--- src/inc/rsu_defs.vh ---
/*
 * Constants for the remote upgrade status and control block.
 * Assumes inclusion by bare name from the design files.
 */
`ifndef RSU_DEFS_VH
`define RSU_DEFS_VH

// Master state codes
`define RSU_ST_FACTORY   2'h0
`define RSU_ST_APP       2'h1
`define RSU_ST_RELOAD    2'h2

// Control and update register layout
`define RSU_CTL_W        39
`define RSU_CTL_ZERO     39'h00_0000_0000
`define RSU_CTL_EARLY    37
`define RSU_CTL_OSC      36
`define RSU_CTL_WDEN     35
`define RSU_CTL_ADDR_HI  33
`define RSU_CTL_ADDR_LO  12
`define RSU_CTL_WD_HI    11
`define RSU_CTL_WD_LO    0

// Padding appended to the 12-bit watchdog setting and the 22-bit address field
`define RSU_WD_LOW_PAD   17'h0_0008
`define RSU_ADDR_PAD     2'h0

// Previous-state record layout, source bits are one-hot
`define RSU_SRC_CFGRST   4
`define RSU_SRC_CRC      3
`define RSU_SRC_STATUS   2
`define RSU_SRC_WDOG     1
`define RSU_SRC_FABRIC   0
`define RSU_BAD_CAPTURE  31'h7FFF_FFFF

// Capture selector codes
`define RSU_RD_CUR1      3'h0
`define RSU_RD_CUR2      3'h1
`define RSU_RD_PREV1     3'h2
`define RSU_RD_PREV2     3'h3
`define RSU_RD_CTL       3'h4

// Least width of the fabric request, clock period in ps
`define RSU_REQ_MIN_NS   250
`define RSU_CLK_PS       20000

`endif

--- src/logic/rsu_status_ctrl.v ---
/*
 * Remote upgrade status and control: master state machine, control,
 * update and status records, and the user shift register.
 * Assumes all control inputs except load_done arrive asynchronously from user logic or
 * pins and that the shift clock is far slower than clk.
 */
// Behaviour
// - Status records the cause of reconfiguration from application
// - Factory view: state, zero pad, boot address
// - Application view one: state, wd enable, timeout
// - Two previous-state records, newest and older
// - One-hot source field in bits 30:26
// - Simultaneous sources: highest bit wins
// - Records hold master state and boot address
// - Early previous capture returns a marker value
// - Control and update share one layout
// - Update/control writes only in factory configuration
// - Fabric request copies update into control
// - Triggers steer control toward factory or application
// - Errors clear control; fabric request loads update
// - Status written before the reload begins
// - Shift and update paced by the shift clock
// - Capture loads status into the shift register
`timescale 1ns/100ps
`include "rsu_defs.vh"

module rsu_status_ctrl
(
    input  wire        clk,                // System clock, 50 MHz
    input  wire        sys_rst,            // Synchronous reset, high
    input  wire        upgrade_shift_clock, // User shift clock
    input  wire        shift_data_in,      // Serial data from user
    input  wire        shift_select,       // 1 shift, 0 capture/update
    input  wire        capture_select,     // 1 capture, 0 update
    input  wire [2:0]  read_select,        // Word chosen at capture
    input  wire        fabric_reconfig_request, // User reload request
    input  wire        crc_error,          // CRC error during load
    input  wire        config_status_line_n, // External error, low
    input  wire        ext_config_reset_n, // External reset, low
    input  wire        watchdog_expired,   // Watchdog time-out
    input  wire        load_done,          // Image load finished
    output reg         shift_data_out,     // Serial data to user
    output reg         reconfig_start,     // Pulse: begin image load
    output wire [1:0]  master_state,       // Current master state
    output wire [23:0] boot_address,       // Address of the image
    output wire        watchdog_enable,    // Watchdog enable in use
    output wire [28:0] watchdog_timeout,   // Watchdog reload value
    output wire        early_done_check,   // Early done check option
    output wire        startup_osc_select  // Startup oscillator opt
);

localparam NSYNC = 9;

////////////////////////////////////////////////////////////////////////
// Input synchronisers
wire [NSYNC-1:0] async_in;
reg  [NSYNC-1:0] sync1_reg;
reg  [NSYNC-1:0] sync2_reg;
reg  [NSYNC-1:0] sync3_reg;

assign async_in = {upgrade_shift_clock, shift_data_in, shift_select,
                   capture_select, fabric_reconfig_request, crc_error,
                   ~config_status_line_n, ~ext_config_reset_n,
                   watchdog_expired};

// Third stage only feeds edge detection
genvar gi;
generate
    for (gi = 0; gi < NSYNC; gi = gi + 1)
    begin : g_sync
        always @(posedge clk)
        begin
            if (sys_rst)
            begin
                sync1_reg[gi] <= 1'b0;
                sync2_reg[gi] <= 1'b0;
                sync3_reg[gi] <= 1'b0;
            end
            else
            begin
                sync1_reg[gi] <= async_in[gi];
                sync2_reg[gi] <= sync1_reg[gi];
                sync3_reg[gi] <= sync2_reg[gi];
            end
        end
    end
endgenerate

// Selector is quasi-static but still crosses from the user's domain
reg  [2:0]       rsel1_reg;
reg  [2:0]       rsel2_reg;

always @(posedge clk)
begin
    if (sys_rst)
    begin
        rsel1_reg <= 3'h0;
        rsel2_reg <= 3'h0;
    end
    else
    begin
        rsel1_reg <= read_select;
        rsel2_reg <= rsel1_reg;
    end
end

wire s_clk_rise = sync2_reg[8] & ~sync3_reg[8];
wire s_din      = sync2_reg[7];
wire s_shift    = sync2_reg[6];
wire s_capture  = sync2_reg[5];
wire fab_rise   = sync2_reg[4] & ~sync3_reg[4];
wire crc_ev     = sync2_reg[3] & ~sync3_reg[3];
wire stat_ev    = sync2_reg[2] & ~sync3_reg[2];
wire rst_ev     = sync2_reg[1] & ~sync3_reg[1];
wire wd_ev      = sync2_reg[0] & ~sync3_reg[0];

////////////////////////////////////////////////////////////////////////
// Master state machine and records
reg  [1:0]            state_reg;
reg  [1:0]            target_reg;
reg  [`RSU_CTL_W-1:0] control_reg;
reg  [`RSU_CTL_W-1:0] update_reg;
reg  [30:0]           prev1_reg;
reg  [30:0]           prev2_reg;
reg                   app_seen_reg;
reg  [4:0]            src_next;

wire [23:0] ctl_addr = {control_reg[`RSU_CTL_ADDR_HI:`RSU_CTL_ADDR_LO],
                        `RSU_ADDR_PAD};
wire running  = (state_reg == `RSU_ST_FACTORY) ||
                (state_reg == `RSU_ST_APP);
wire any_trig = rst_ev | crc_ev | stat_ev | wd_ev | fab_rise;

// Highest source bit wins a tie
always @*
begin
    src_next = 5'h00;
    if (rst_ev)
        src_next[`RSU_SRC_CFGRST] = 1'b1;
    else if (crc_ev)
        src_next[`RSU_SRC_CRC] = 1'b1;
    else if (stat_ev)
        src_next[`RSU_SRC_STATUS] = 1'b1;
    else if (wd_ev)
        src_next[`RSU_SRC_WDOG] = 1'b1;
    else if (fab_rise)
        src_next[`RSU_SRC_FABRIC] = 1'b1;
end

// Fabric request must win no tie, so it only steers when alone
wire fab_only = fab_rise & ~(rst_ev | crc_ev | stat_ev | wd_ev);

always @(posedge clk)
begin
    if (sys_rst)
    begin
        state_reg      <= `RSU_ST_RELOAD;
        target_reg     <= `RSU_ST_FACTORY;
        control_reg    <= `RSU_CTL_ZERO;
        prev1_reg      <= 31'h0000_0000;
        prev2_reg      <= 31'h0000_0000;
        app_seen_reg   <= 1'b0;
        reconfig_start <= 1'b1;
    end
    else
    begin
        reconfig_start <= 1'b0;
        case (state_reg)
            `RSU_ST_FACTORY, `RSU_ST_APP:
            begin
                if (any_trig)
                begin
                    // Record the exit before the reload starts
                    if (state_reg == `RSU_ST_APP)
                    begin
                        prev2_reg <= prev1_reg;
                        prev1_reg <= {src_next, state_reg,
                                      ctl_addr};
                    end
                    // Request width is assumed to span the sync chain
                    if (fab_only)
                    begin
                        control_reg <= update_reg;
                        target_reg  <= `RSU_ST_APP;
                    end
                    else
                    begin
                        control_reg <= `RSU_CTL_ZERO;
                        target_reg  <= `RSU_ST_FACTORY;
                    end
                    state_reg      <= `RSU_ST_RELOAD;
                    reconfig_start <= 1'b1;
                end
            end
            `RSU_ST_RELOAD:
            begin
                if (load_done)
                begin
                    state_reg <= target_reg;
                    if (target_reg == `RSU_ST_APP)
                        app_seen_reg <= 1'b1;
                end
            end
            default:
            begin
                state_reg <= `RSU_ST_RELOAD;
            end
        endcase
    end
end

assign master_state       = state_reg;
assign boot_address       = ctl_addr;
assign watchdog_enable    = control_reg[`RSU_CTL_WDEN];
assign watchdog_timeout   = {control_reg[`RSU_CTL_WD_HI:`RSU_CTL_WD_LO],
                             `RSU_WD_LOW_PAD};
assign early_done_check   = control_reg[`RSU_CTL_EARLY];
assign startup_osc_select = control_reg[`RSU_CTL_OSC];

////////////////////////////////////////////////////////////////////////
// Capture source selection
reg  [`RSU_CTL_W-1:0] cap_word;
wire in_app = (state_reg == `RSU_ST_APP);

always @*
begin
    cap_word = `RSU_CTL_ZERO;
    case (rsel2_reg)
        `RSU_RD_CUR1:
        begin
            if (in_app)
                cap_word[31:0] = {state_reg, watchdog_enable,
                                  watchdog_timeout};
            else
                cap_word[31:0] = {state_reg, 6'h00, ctl_addr};
        end
        `RSU_RD_CUR2:
            cap_word[31:0] = {state_reg, 6'h00, ctl_addr};
        `RSU_RD_PREV1:
            cap_word[30:0] = app_seen_reg ? prev1_reg
                                          : `RSU_BAD_CAPTURE;
        `RSU_RD_PREV2:
            cap_word[30:0] = app_seen_reg ? prev2_reg
                                          : `RSU_BAD_CAPTURE;
        `RSU_RD_CTL:
            cap_word = in_app ? control_reg : update_reg;
        default:
            cap_word = `RSU_CTL_ZERO;
    endcase
end

////////////////////////////////////////////////////////////////////////
// Shift and update registers, paced by shift clock rising edges
reg [`RSU_CTL_W-1:0] shift_reg;

always @(posedge clk)
begin
    if (sys_rst)
    begin
        shift_reg      <= `RSU_CTL_ZERO;
        update_reg     <= `RSU_CTL_ZERO;
        shift_data_out <= 1'b0;
    end
    else
    begin
        if (s_clk_rise)
        begin
            if (s_shift)
                shift_reg <= {s_din, shift_reg[`RSU_CTL_W-1:1]};
            else if (s_capture)
                shift_reg <= cap_word;
            else if (state_reg == `RSU_ST_FACTORY)
                update_reg <= shift_reg;
        end
        shift_data_out <= shift_reg[0];
    end
end

endmodule // rsu_status_ctrl
--- config.mk ---
export PLATFORM = sky130hd
export DESIGN_NAME = rsu_status_ctrl
export DESIGN_NICKNAME = d
export VERILOG_FILES = /design/src/logic/rsu_status_ctrl.v
export VERILOG_INCLUDE_DIRS = /design/src /design/src/inc
export SDC_FILE = /design/constraint.sdc
export NUM_CORES = 1
export LEC_CHECK = 0
export BUFFER_PORTS_ARGS = -buffer_cell sky130_fd_sc_hd__buf_2
export CORE_ASPECT_RATIO = 1.25
export CORE_MARGIN = 1.5
export CORE_UTILIZATION = 45
export CTS_CLUSTER_DIAMETER = 120
export DETAILED_ROUTE_END_ITERATION = 6
export GPL_TIMING_DRIVEN = 0
export PLACE_DENSITY = 0.71
export SLEW_MARGIN = 15
export SYNTH_ARGS = -nofsm -noshare
export SYNTH_HDL_FRONTEND = slang
export SYNTH_SLANG_ARGS = --single-unit
--- constraint.sdc ---
create_clock -name clk -period 1.6 [get_ports clk]
set_input_delay 0.16 -clock clk [delete_from_list [all_inputs] [get_ports clk]]
set_output_delay 0.16 -clock clk [all_outputs]
set_load 0.02 [all_outputs]
==> results of run 1 <==
## path summary, 6_finish.rpt
path                            slack, ns            startpoint            end  cells past startpoint
worst max-delay path                -0.29          sync2_reg[3]  prev1_reg[14]                      8
worst min-delay path                 0.33  config_status_line_n   sync1_reg[2]                      3
worst max register to register      -0.29          sync2_reg[3]  prev1_reg[14]                      8
worst min register to register       0.44          sync1_reg[8]   sync2_reg[8]                      1
## stage by stage
| stage | utilization [%] | instances | area [sq um] |
|---|---|---|---|
| 6_report | 58.9 | 1535 | 11900 |
| 5_1_grt | 58.9 | 1535 | 11900 |
| 4_1_cts | 56.6 | 1515 | 11500 |
| 3_5_place_dp | 49.5 | 1445 | 10000 |
| 3_3_place_gp | 49.5 | 1445 | 10000 |
| 2_1_floorplan | - | 1121 | 9420 |
## area by class of cell
cell class	instances	share of cell area, %
multi-input cells	767	39.5
flip-flops and latches	211	35.6
plain buffers	134	8.85
repair buffers	109	6.94
clock buffers	34	5.67
well taps	270	2.83
clock inverters	6	0.461
inverters	4	0.157
## synthesized netlist by cell type (4+ instances only)
library cell | n | area [sq um]
nand2_1 | 255 | 957
a21oi_1 | 103 | 515
inv_1 | 4 | 15.0
nand3b_1 | 7 | 52.6
a211oi_1 | 9 | 67.6
dfxtp_1 | 211 | 4220
a22o_1 | 39 | 342
nor2b_1 | 44 | 275
o2bb2ai_1 | 14 | 123
o21ai_0 | 16 | 80.1
buf_4 | 55 | 413
buf_2 | 19 | 95.1
mux2i_1 | 45 | 450
buf_6 | 5 | 56.3
a21oi_2 | 48 | 420
o211ai_1 | 9 | 67.6
o22ai_1 | 14 | 87.6
nor2_1 | 47 | 176
a211o_1 | 14 | 123
nand2b_1 | 6 | 37.5
a221oi_1 | 15 | 131
nor3_1 | 40 | 200
clkbuf_1 | 57 | 214
## worst max-delay path: stages, from the launching register on
cell	delay, ns
dfxtp_2	0.32
nor2b_4	0.12
or4_4	0.56
buf_6	0.15
o21ai_4	0.14
buf_12	0.16
buf_8	0.13
nand2_1	0.08
a21oi_2	0.14
## per-layer routing
metal,vias up,global-route usage (%)
li1,4027,-
met1,4064,33.1
met2,387,46.3
met3,107,3.09
met4,0,14.3
met5,-,0
## power breakdown
part | switching (mW) | total (mW) | internal, mW
Clock | 2.14 | 5.20 | 3.07
Sequential | 0.0416 | 5.35 | 5.31
Combinational | 0.471 | 0.760 | 0.289
## logic make-up after synthesis
family	after synthesis
AO/OA/AOI/OAI	290
buffers and inverters	143
flip-flops	211
multiplexers	46
other	2
AND/OR/NAND/NOR	412
## what timing repair did
| item | in CTS | in global routing |
|---|---|---|
| pin swaps | 6 | 56 |
| endpoints found under the setup margin | 177 | 178 |
| cloned | 2 | 4 |
| hold buffers | 13 | 0 |
| setup buffers | 18 | 18 |
| resized for setup | 136 | 92 |
| hold endpoints to repair | 13 | 0 |
==> flow_summary.yaml, run 1 <==
route:
  vias_per_cell: 5.59
  wl_met2_um: 14300
  wl_met3_um: 1940
  drcViolationCount: 0
  first_pass_iters: 5
  vias: 8585
  antenna_left: 0
  dr.max_layer_used: "met4"
  wl_met1_um: 12100
  avgRoutedWirePerCell_um: 19.6
  drt_first_iter_violations: 761
  totalWireLength_um: 30200
global_routing:
  antenna_found_initial: 0
  gr-total-overflow: 0
  track_usage_pct: 26.9
  grt_max_degree: 14
  grt_pass1_wl_um: 45500
  first_global_vias: 7986
sta:
  grt_setup_unrepaired: "yes"
  tightest_slew_ns: 0.772
  finalSetupViolCount: 96
  worst_slack_ns: -0.287
  fmax_mhz: 530
  fin_crit_ns: 1.89
  fin_crit_sh_pct: 118
  timing.hold.ws_ns: 0.327
  setup_tns_ns: -21.68
  maxSlewHeadroom_pct: 48.5
  slew_violations: 0
  finalClockSkew_ns: 0.00781
  hold_viol_final: 0
pwr:
  leakagePower_nw: 4.60
  peakVddDrop_v: 0.000887
  cellPowerDensity_mw_per_mm2: 948
  power.total_mw: 11.3
setup_path:
  critPathMaxFanout: 10
  critPathCaptureType: "flop"
  worst_ep_arrival_time_ns: 2.32
  critical_path_class: "flop to flop"
  cp-start-kind: "flop"
  critPathRequiredTime_ns: 2.04
synthesis:
  yosysWarnings: 0
  synth.area.mux_share_pct: 4.94
  synthSimpleGateAreaFrac_pct: 19.5
  yosys_most_used_dff: "dfxtp_1"
  synth_edf_count: 0
  synth_compound_area_share_pct: 21.7
  syn_inst: 1104
  synth_fa_ha_area_share_pct: 0
  synth_cell_type_count: 44
  synth_seq_area_share_pct: 45.2
  synth_xor_xnor_area_share_pct: 0
  syn-cell-area_sq_mm: 0.00935
  synth_top_family_by_area: "compound AO/OA/AOI/OAI gates"
  synthArstFlopShare_pct: 0
  ys_seq_elements: 211
  avgSynthCellArea_sq_um: 8.47
cts:
  clk_pin_slew_worst_paths_ns: 0.06
  cts_buffers: 22
  cts_sinks: 211
  cts_root_buf: "clkbuf_16"
  clockBufferDepth: 3
  cts_tree: "done"
  clk_latency_ns: 0.52
  cts_max_level: 1
layout:
  final_common_cell: "nand2_1"
  register_area_sq_mm: 0.00425
  syn2layout_area_growth_pct: 27.6
  drive_gt1_share_pct: 29.1
  final_nets: 1264
  antennaDiodeCount: 0
  multiInputGateArea_sq_mm: 0.00471
  fillers: 1809
  final_cell_mix: "nand2_1 (253), dfxtp_1 (203), buf_4 (99), a21oi_1 (79), a21oi_2 (69)"
place:
  gp_congestion: 1.01
  portBuffers: 54
  dp.final_hpwl_um: 20500
  post-place-ws_ns: -0.717
floorplan:
  die-height_um: 164
  start_util_pct: 46.2
  core_region_area_sq_mm: 0.0202
  die_x_um: 132
  rows: 58
  dieArea_sq_mm: 0.0217
  io_pins: 75
status:
  violations: "negative setup slack"
  status: "finished, violations left"
worst_hold_path:
  min_path_type: "primary input to flop"
flow_run:
  drv_cap: 0
Note: power is estimated with default switching activity, not from simulation.
==> inputs of run 2 (changes only) <==
CORE_UTILIZATION = 50   (was 45)
PLACE_DENSITY = 0.77   (was 0.71)
==> run 2 against run 1 <==
Net effect:
- the run still ends with negative setup slack left
- flip-flop and latch count unchanged
- highest routed layer unchanged
- utilization up 8.0 points
- critical path type unchanged
- sequential share of layout area fell by 0.81 points
- fmax grew 3.1%
- first-iteration DRC count increased by 23%
- via count rose by 3.1%
- clock-buffer cell count down 4
- hold slack improved by 0.017 ns
- worst setup slack better by 0.056 ns
- total power grew 1.9%
==> flow_summary.yaml, run 2 (synthesis gave the netlist of run 1 again) <==
global_routing:
  first_global_vias: 8269
  antenna_found_initial: 0
  track_usage_pct: 29.6
  grt_max_degree: 15
  grt_pass1_wl_um: 45400
  gr-total-overflow: 0
status:
  status: "finished, violations left"
  violations: "negative setup slack"
worst_hold_path:
  min_path_type: "primary input to flop"
  min_delay_path_depth: 3
setup_path:
  critical_path_class: "flop to flop"
  critPathMaxFanout: 7
  critical_path.endpoint: "prev1_reg[22]"
  worstSetupPathDepth: 8
  cpPeakStageDelay_ns: 0.58
  cp_slowest_cell: "or4_4"
  cp_common_cell: "buf_12"
  path_buf_inv: 3
  path_delay_family: "simple AND/OR/NAND/NOR gates"
  r2r_setup_slack_ns: -0.23
  reg2regPathDepth: 8
  r2r-end: "prev1_reg[22]"
  cp-start-kind: "flop"
  critPathCaptureType: "flop"
  r2r_start: "sync2_reg[1]"
  worst_ep_arrival_time_ns: 2.27
  path_cells: "nor2b_4 > or4_4 > o21ai_4 > buf_12 > buf_12 > buf_16 > nand2_4 > a21oi_2"
  crit_start: "sync2_reg[1]"
  critPathRequiredTime_ns: 2.04
layout:
  final_cell_mix: "nand2_1 (231), dfxtp_1 (201), buf_4 (82), a21oi_2 (77), a21oi_1 (71)"
  final_area_sq_mm: 0.0122
  drive_gt1_share_pct: 32.0
  register_area_sq_mm: 0.00424
  fillers: 1398
  final_common_cell: "nand2_1"
  syn2layout_area_growth_pct: 30.5
  multiInputGateArea_sq_mm: 0.00494
  final_nets: 1261
  antennaDiodeCount: 0
place:
  placed_cell_area_sq_mm: 0.00998
  post-place-ws_ns: -0.662
  gp_congestion: 1.02
  dp.final_hpwl_um: 19900
  portBuffers: 54
floorplan:
  rows: 55
  start_util_pct: 51.3
  io_pins: 75
  die-height_um: 156
  dieArea_sq_mm: 0.0195
  die_x_um: 125
  core_region_area_sq_mm: 0.0182
sta:
  grt_setup_unrepaired: "yes"
  fin_crit_sh_pct: 114
  worst_slack_ns: -0.231
  setup_tns_ns: -17.76
  slew_violations: 0
  maxSlewHeadroom_pct: 48.1
  finalClockSkew_ns: 0.0174
  tightest_slew_ns: 0.779
  fin_crit_ns: 1.83
  hold_viol_final: 0
  finalSetupViolCount: 98
  fmax_mhz: 546
cts:
  cts_sinks: 211
  clk_latency_ns: 0.51
  cts_buffers: 22
  clockBufferDepth: 3
  cts_tree: "done"
  cts_root_buf: "clkbuf_16"
  cts_max_level: 1
  clk_pin_slew_worst_paths_ns: 0.07
route:
  drt_first_iter_violations: 939
  antenna_left: 0
  vias: 8849
  avgRoutedWirePerCell_um: 20.9
  first_pass_iters: 5
  drcViolationCount: 0
  totalWireLength_um: 31100
  vias_per_cell: 5.94
pwr:
  leakagePower_nw: 4.68
  peakVddDrop_v: 0.000987
  cellPowerDensity_mw_per_mm2: 944
flow_run:
  drv_cap: 0
[run 2: metal layers]
metal,share of wire [%],track usage [%]
met4,7.4,21.4
met2,47,49.2
met5,0,0
met1,39,35.1
met3,7.0,4.22
[run 2: what timing repair did]
| item | 4_1_cts | 5_1_grt |
|---|---|---|
| gates cloned | 3 | 9 |
| endpoints found under the setup margin | 163 | 170 |
| buffers inserted | 14 | 13 |
| pin swaps | 40 | 59 |
| hold buffers | 13 | 0 |
| resized for setup | 165 | 138 |
| hold endpoints to repair | 13 | 0 |
[run 2: area by class of cell]
class,count,share of cell area [%]
multi-input combinational,767,40.5
timing repair buffer,105,7.26
tap,228,2.34
buffer,135,8.79
clock inverter,9,1.01
sequential,211,34.8
inverter,4,0.154
clock buffer,30,5.18
[run 2: worst min path at each step]
| stage | end | startpoint |
|---|---|---|
| 2_1_floorplan | sync1_reg[1] | ext_config_reset_n |
| 3_3_place_gp | sync1_reg[2] | config_status_line_n |
| 5_1_grt | sync1_reg[2] | config_status_line_n |
| 4_1_cts | sync1_reg[2] | config_status_line_n |
| 3_5_place_dp | sync1_reg[2] | config_status_line_n |
| 6_report | sync1_reg[2] | config_status_line_n |
[run 2: report_power, final]
group | total [mW] | internal [mW] | switching (mW)
logic | 0.777 | 0.299 | 0.478
registers | 5.36 | 5.31 | 0.0463
clock network | 5.39 | 3.25 | 2.14
total | 11.5 | 8.86 | 2.67
[run 2: per-stage QoR]
step / std cells / hold slack [ns] / util (%) / total power, mW
final: 1489 / 0.345 / 66.9 / 11.5
after detailed placement: 1403 / 0.323 / 54.7 / 6.04
after global placement: 1403 / 0.316 / 54.7 / 6.03
after CTS: 1469 / 0.334 / 63.3 / 11.4
after global routing: 1489 / 0.359 / 66.9 / 11.8
after floorplan: 1121 / 0.232 / - / 5.86
[run 2: worst reg2reg max path: cells and delay by family (launching register included)]
kind / cells / cell delay (ns)
AO/OA/AOI/OAI: 2 / 0.28
AND/OR/NAND/NOR: 3 / 0.76
buffers and inverters: 3 / 0.42
flip-flops: 1 / 0.32
==> inputs of run 3 (changes only) <==
==> constraint.sdc (replaced) <==
create_clock -name clk -period 1.6 [get_ports clk]
set_input_delay 0.08 -clock clk [delete_from_list [all_inputs] [get_ports clk]]
set_output_delay 0.08 -clock clk [all_outputs]
set_load 0.02 [all_outputs]
==> run 3 against run 2 <==
Net effect:
- the run still ends with negative setup slack left
- design area up 0.47%
- clock power barely moved
- largest cell class unchanged
- largest power group unchanged
- global-route usage is 0.31 points higher
- routed wire length decreased by 0.97%
- die area did not move
- hold slack lost 0.079 ns
- total power hardly changed
- flip-flop and latch count stayed put
- sequential share of layout area shrank 0.16 points
- worst setup slack worse by 0.044 ns
- fmax down 2.4%
==> flow_summary.yaml, run 3 (synthesis gave the netlist of run 1 again) <==
setup_path:
  critPathCaptureType: "flop"
  critPathMaxFanout: 8
  crit_start: "sync2_reg[1]"
  r2r_start: "sync2_reg[1]"
  critPathRequiredTime_ns: 2.03
  critical_path_class: "flop to flop"
  cp-start-kind: "flop"
  worst_ep_arrival_time_ns: 2.31
place:
  dp.final_hpwl_um: 19900
  portBuffers: 54
  gp_congestion: 1.02
  placed_cell_area_sq_mm: 0.00998
  post-place-ws_ns: -0.662
pwr:
  peakVddDrop_v: 0.000988
  cellPowerDensity_mw_per_mm2: 939
  leakagePower_nw: 4.68
global_routing:
  grt_max_degree: 15
  grt_pass1_wl_um: 45900
  track_usage_pct: 29.9
  antenna_found_initial: 0
  gr-total-overflow: 0
  first_global_vias: 8304
layout:
  fillers: 1382
  syn2layout_area_growth_pct: 31.2
  final_cell_mix: "nand2_1 (221), dfxtp_1 (203), buf_4 (79), a21oi_2 (75), a21oi_1 (70)"
  drive_gt1_share_pct: 32.8
  final_common_cell: "nand2_1"
  register_area_sq_mm: 0.00424
  final_area_sq_mm: 0.0123
  multiInputGateArea_sq_mm: 0.00504
  antennaDiodeCount: 0
  final_nets: 1258
floorplan:
  dieArea_sq_mm: 0.0195
  die-height_um: 156
  rows: 55
  die_x_um: 125
  io_pins: 75
  core_region_area_sq_mm: 0.0182
  start_util_pct: 51.3
route:
  drcViolationCount: 0
  avgRoutedWirePerCell_um: 20.7
  totalWireLength_um: 30800
  vias_per_cell: 5.94
  antenna_left: 0
  first_pass_iters: 5
  vias: 8825
  drt_first_iter_violations: 914
sta:
  finalSetupViolCount: 95
  finalClockSkew_ns: 0.0166
  hold_viol_final: 0
  maxSlewHeadroom_pct: 43.9
  fin_crit_ns: 1.88
  worst_slack_ns: -0.276
  tightest_slew_ns: 0.841
  grt_setup_unrepaired: "yes"
  slew_violations: 0
  fin_crit_sh_pct: 117
  fmax_mhz: 533
worst_hold_path:
  min_path_type: "primary input to flop"
  hp-start: "config_status_line_n"
cts:
  cts_buffers: 22
  clk_latency_ns: 0.51
  cts_sinks: 211
  clk_pin_slew_worst_paths_ns: 0.06
  cts_tree: "done"
  cts_max_level: 1
  cts_root_buf: "clkbuf_16"
  clockBufferDepth: 3
status:
  status: "finished, violations left"
  violations: "negative setup slack"
flow_run:
  drv_cap: 0
-- run 3: final timing paths --
check,end,slack (ns),depth (start not counted)
hold reg to reg,rsel2_reg[2],0.43,1
setup / recovery,prev1_reg[28],-0.28,8
setup reg to reg,prev1_reg[28],-0.28,8
hold / removal,sync1_reg[2],0.27,3
-- run 3: final cells by class --
cell class	count	area share, %
plain buffers	136	8.78
clock buffers	30	5.15
clock inverters	9	1.01
inverters	4	0.153
multi-input cells	767	41.1
flip-flops and latches	211	34.6
well taps	228	2.33
repair buffers	101	6.90
-- run 3: timing repair --
action	in CTS	in global routing
gates resized for setup	174	145
hold buffers	13	0
pin swaps	50	74
setup buffers	15	10
endpoints found under the hold margin	13	0
cloned	4	7
setup endpoints to repair	162	165
-- run 3: where the power goes --
| part | switching (mW) | leakage, nW | total, mW | internal (mW) |
|---|---|---|---|---|
| registers | 0.0468 | 1.71 | 5.36 | 5.31 |
| logic | 0.473 | 2.59 | 0.760 | 0.287 |
| clock network | 2.15 | 0.376 | 5.40 | 3.25 |
| total | 2.67 | 4.68 | 11.5 | 8.85 |
-- run 3: routing by layer --
layer  vias to the layer above  global-route usage [%]  share of wire, %
met5                         -                       0                 0
met3                       124                    4.56               6.6
li1                       4014                       -                 -
met4                         0                    20.4               6.6
met1                      4253                    35.3                39
met2                       434                    50.2                48
-- run 3: stage by stage --
step	TNS [ns]	instances	util [%]	power (mW)	hold slack (ns)
after floorplan	-3.68	1121	-	5.86	0.152
after global placement	-74.37	1403	54.7	6.03	0.236
after global routing	-24.24	1486	67.2	11.8	0.279
after detailed placement	-74.08	1403	54.7	6.04	0.243
final	-19.44	1486	67.2	11.5	0.265
after CTS	-22.24	1471	63.8	11.4	0.254
-- run 3: worst max-delay path, stage by stage, from the launching register on --
cell and delay (ns):
dfxtp_2 0.32, nor2b_4 0.14, or4_4 0.59, o21ai_4 0.17, buf_12 0.17, buf_12 0.12, buf_16 0.13, nand2_4 0.04
a21oi_2 0.12
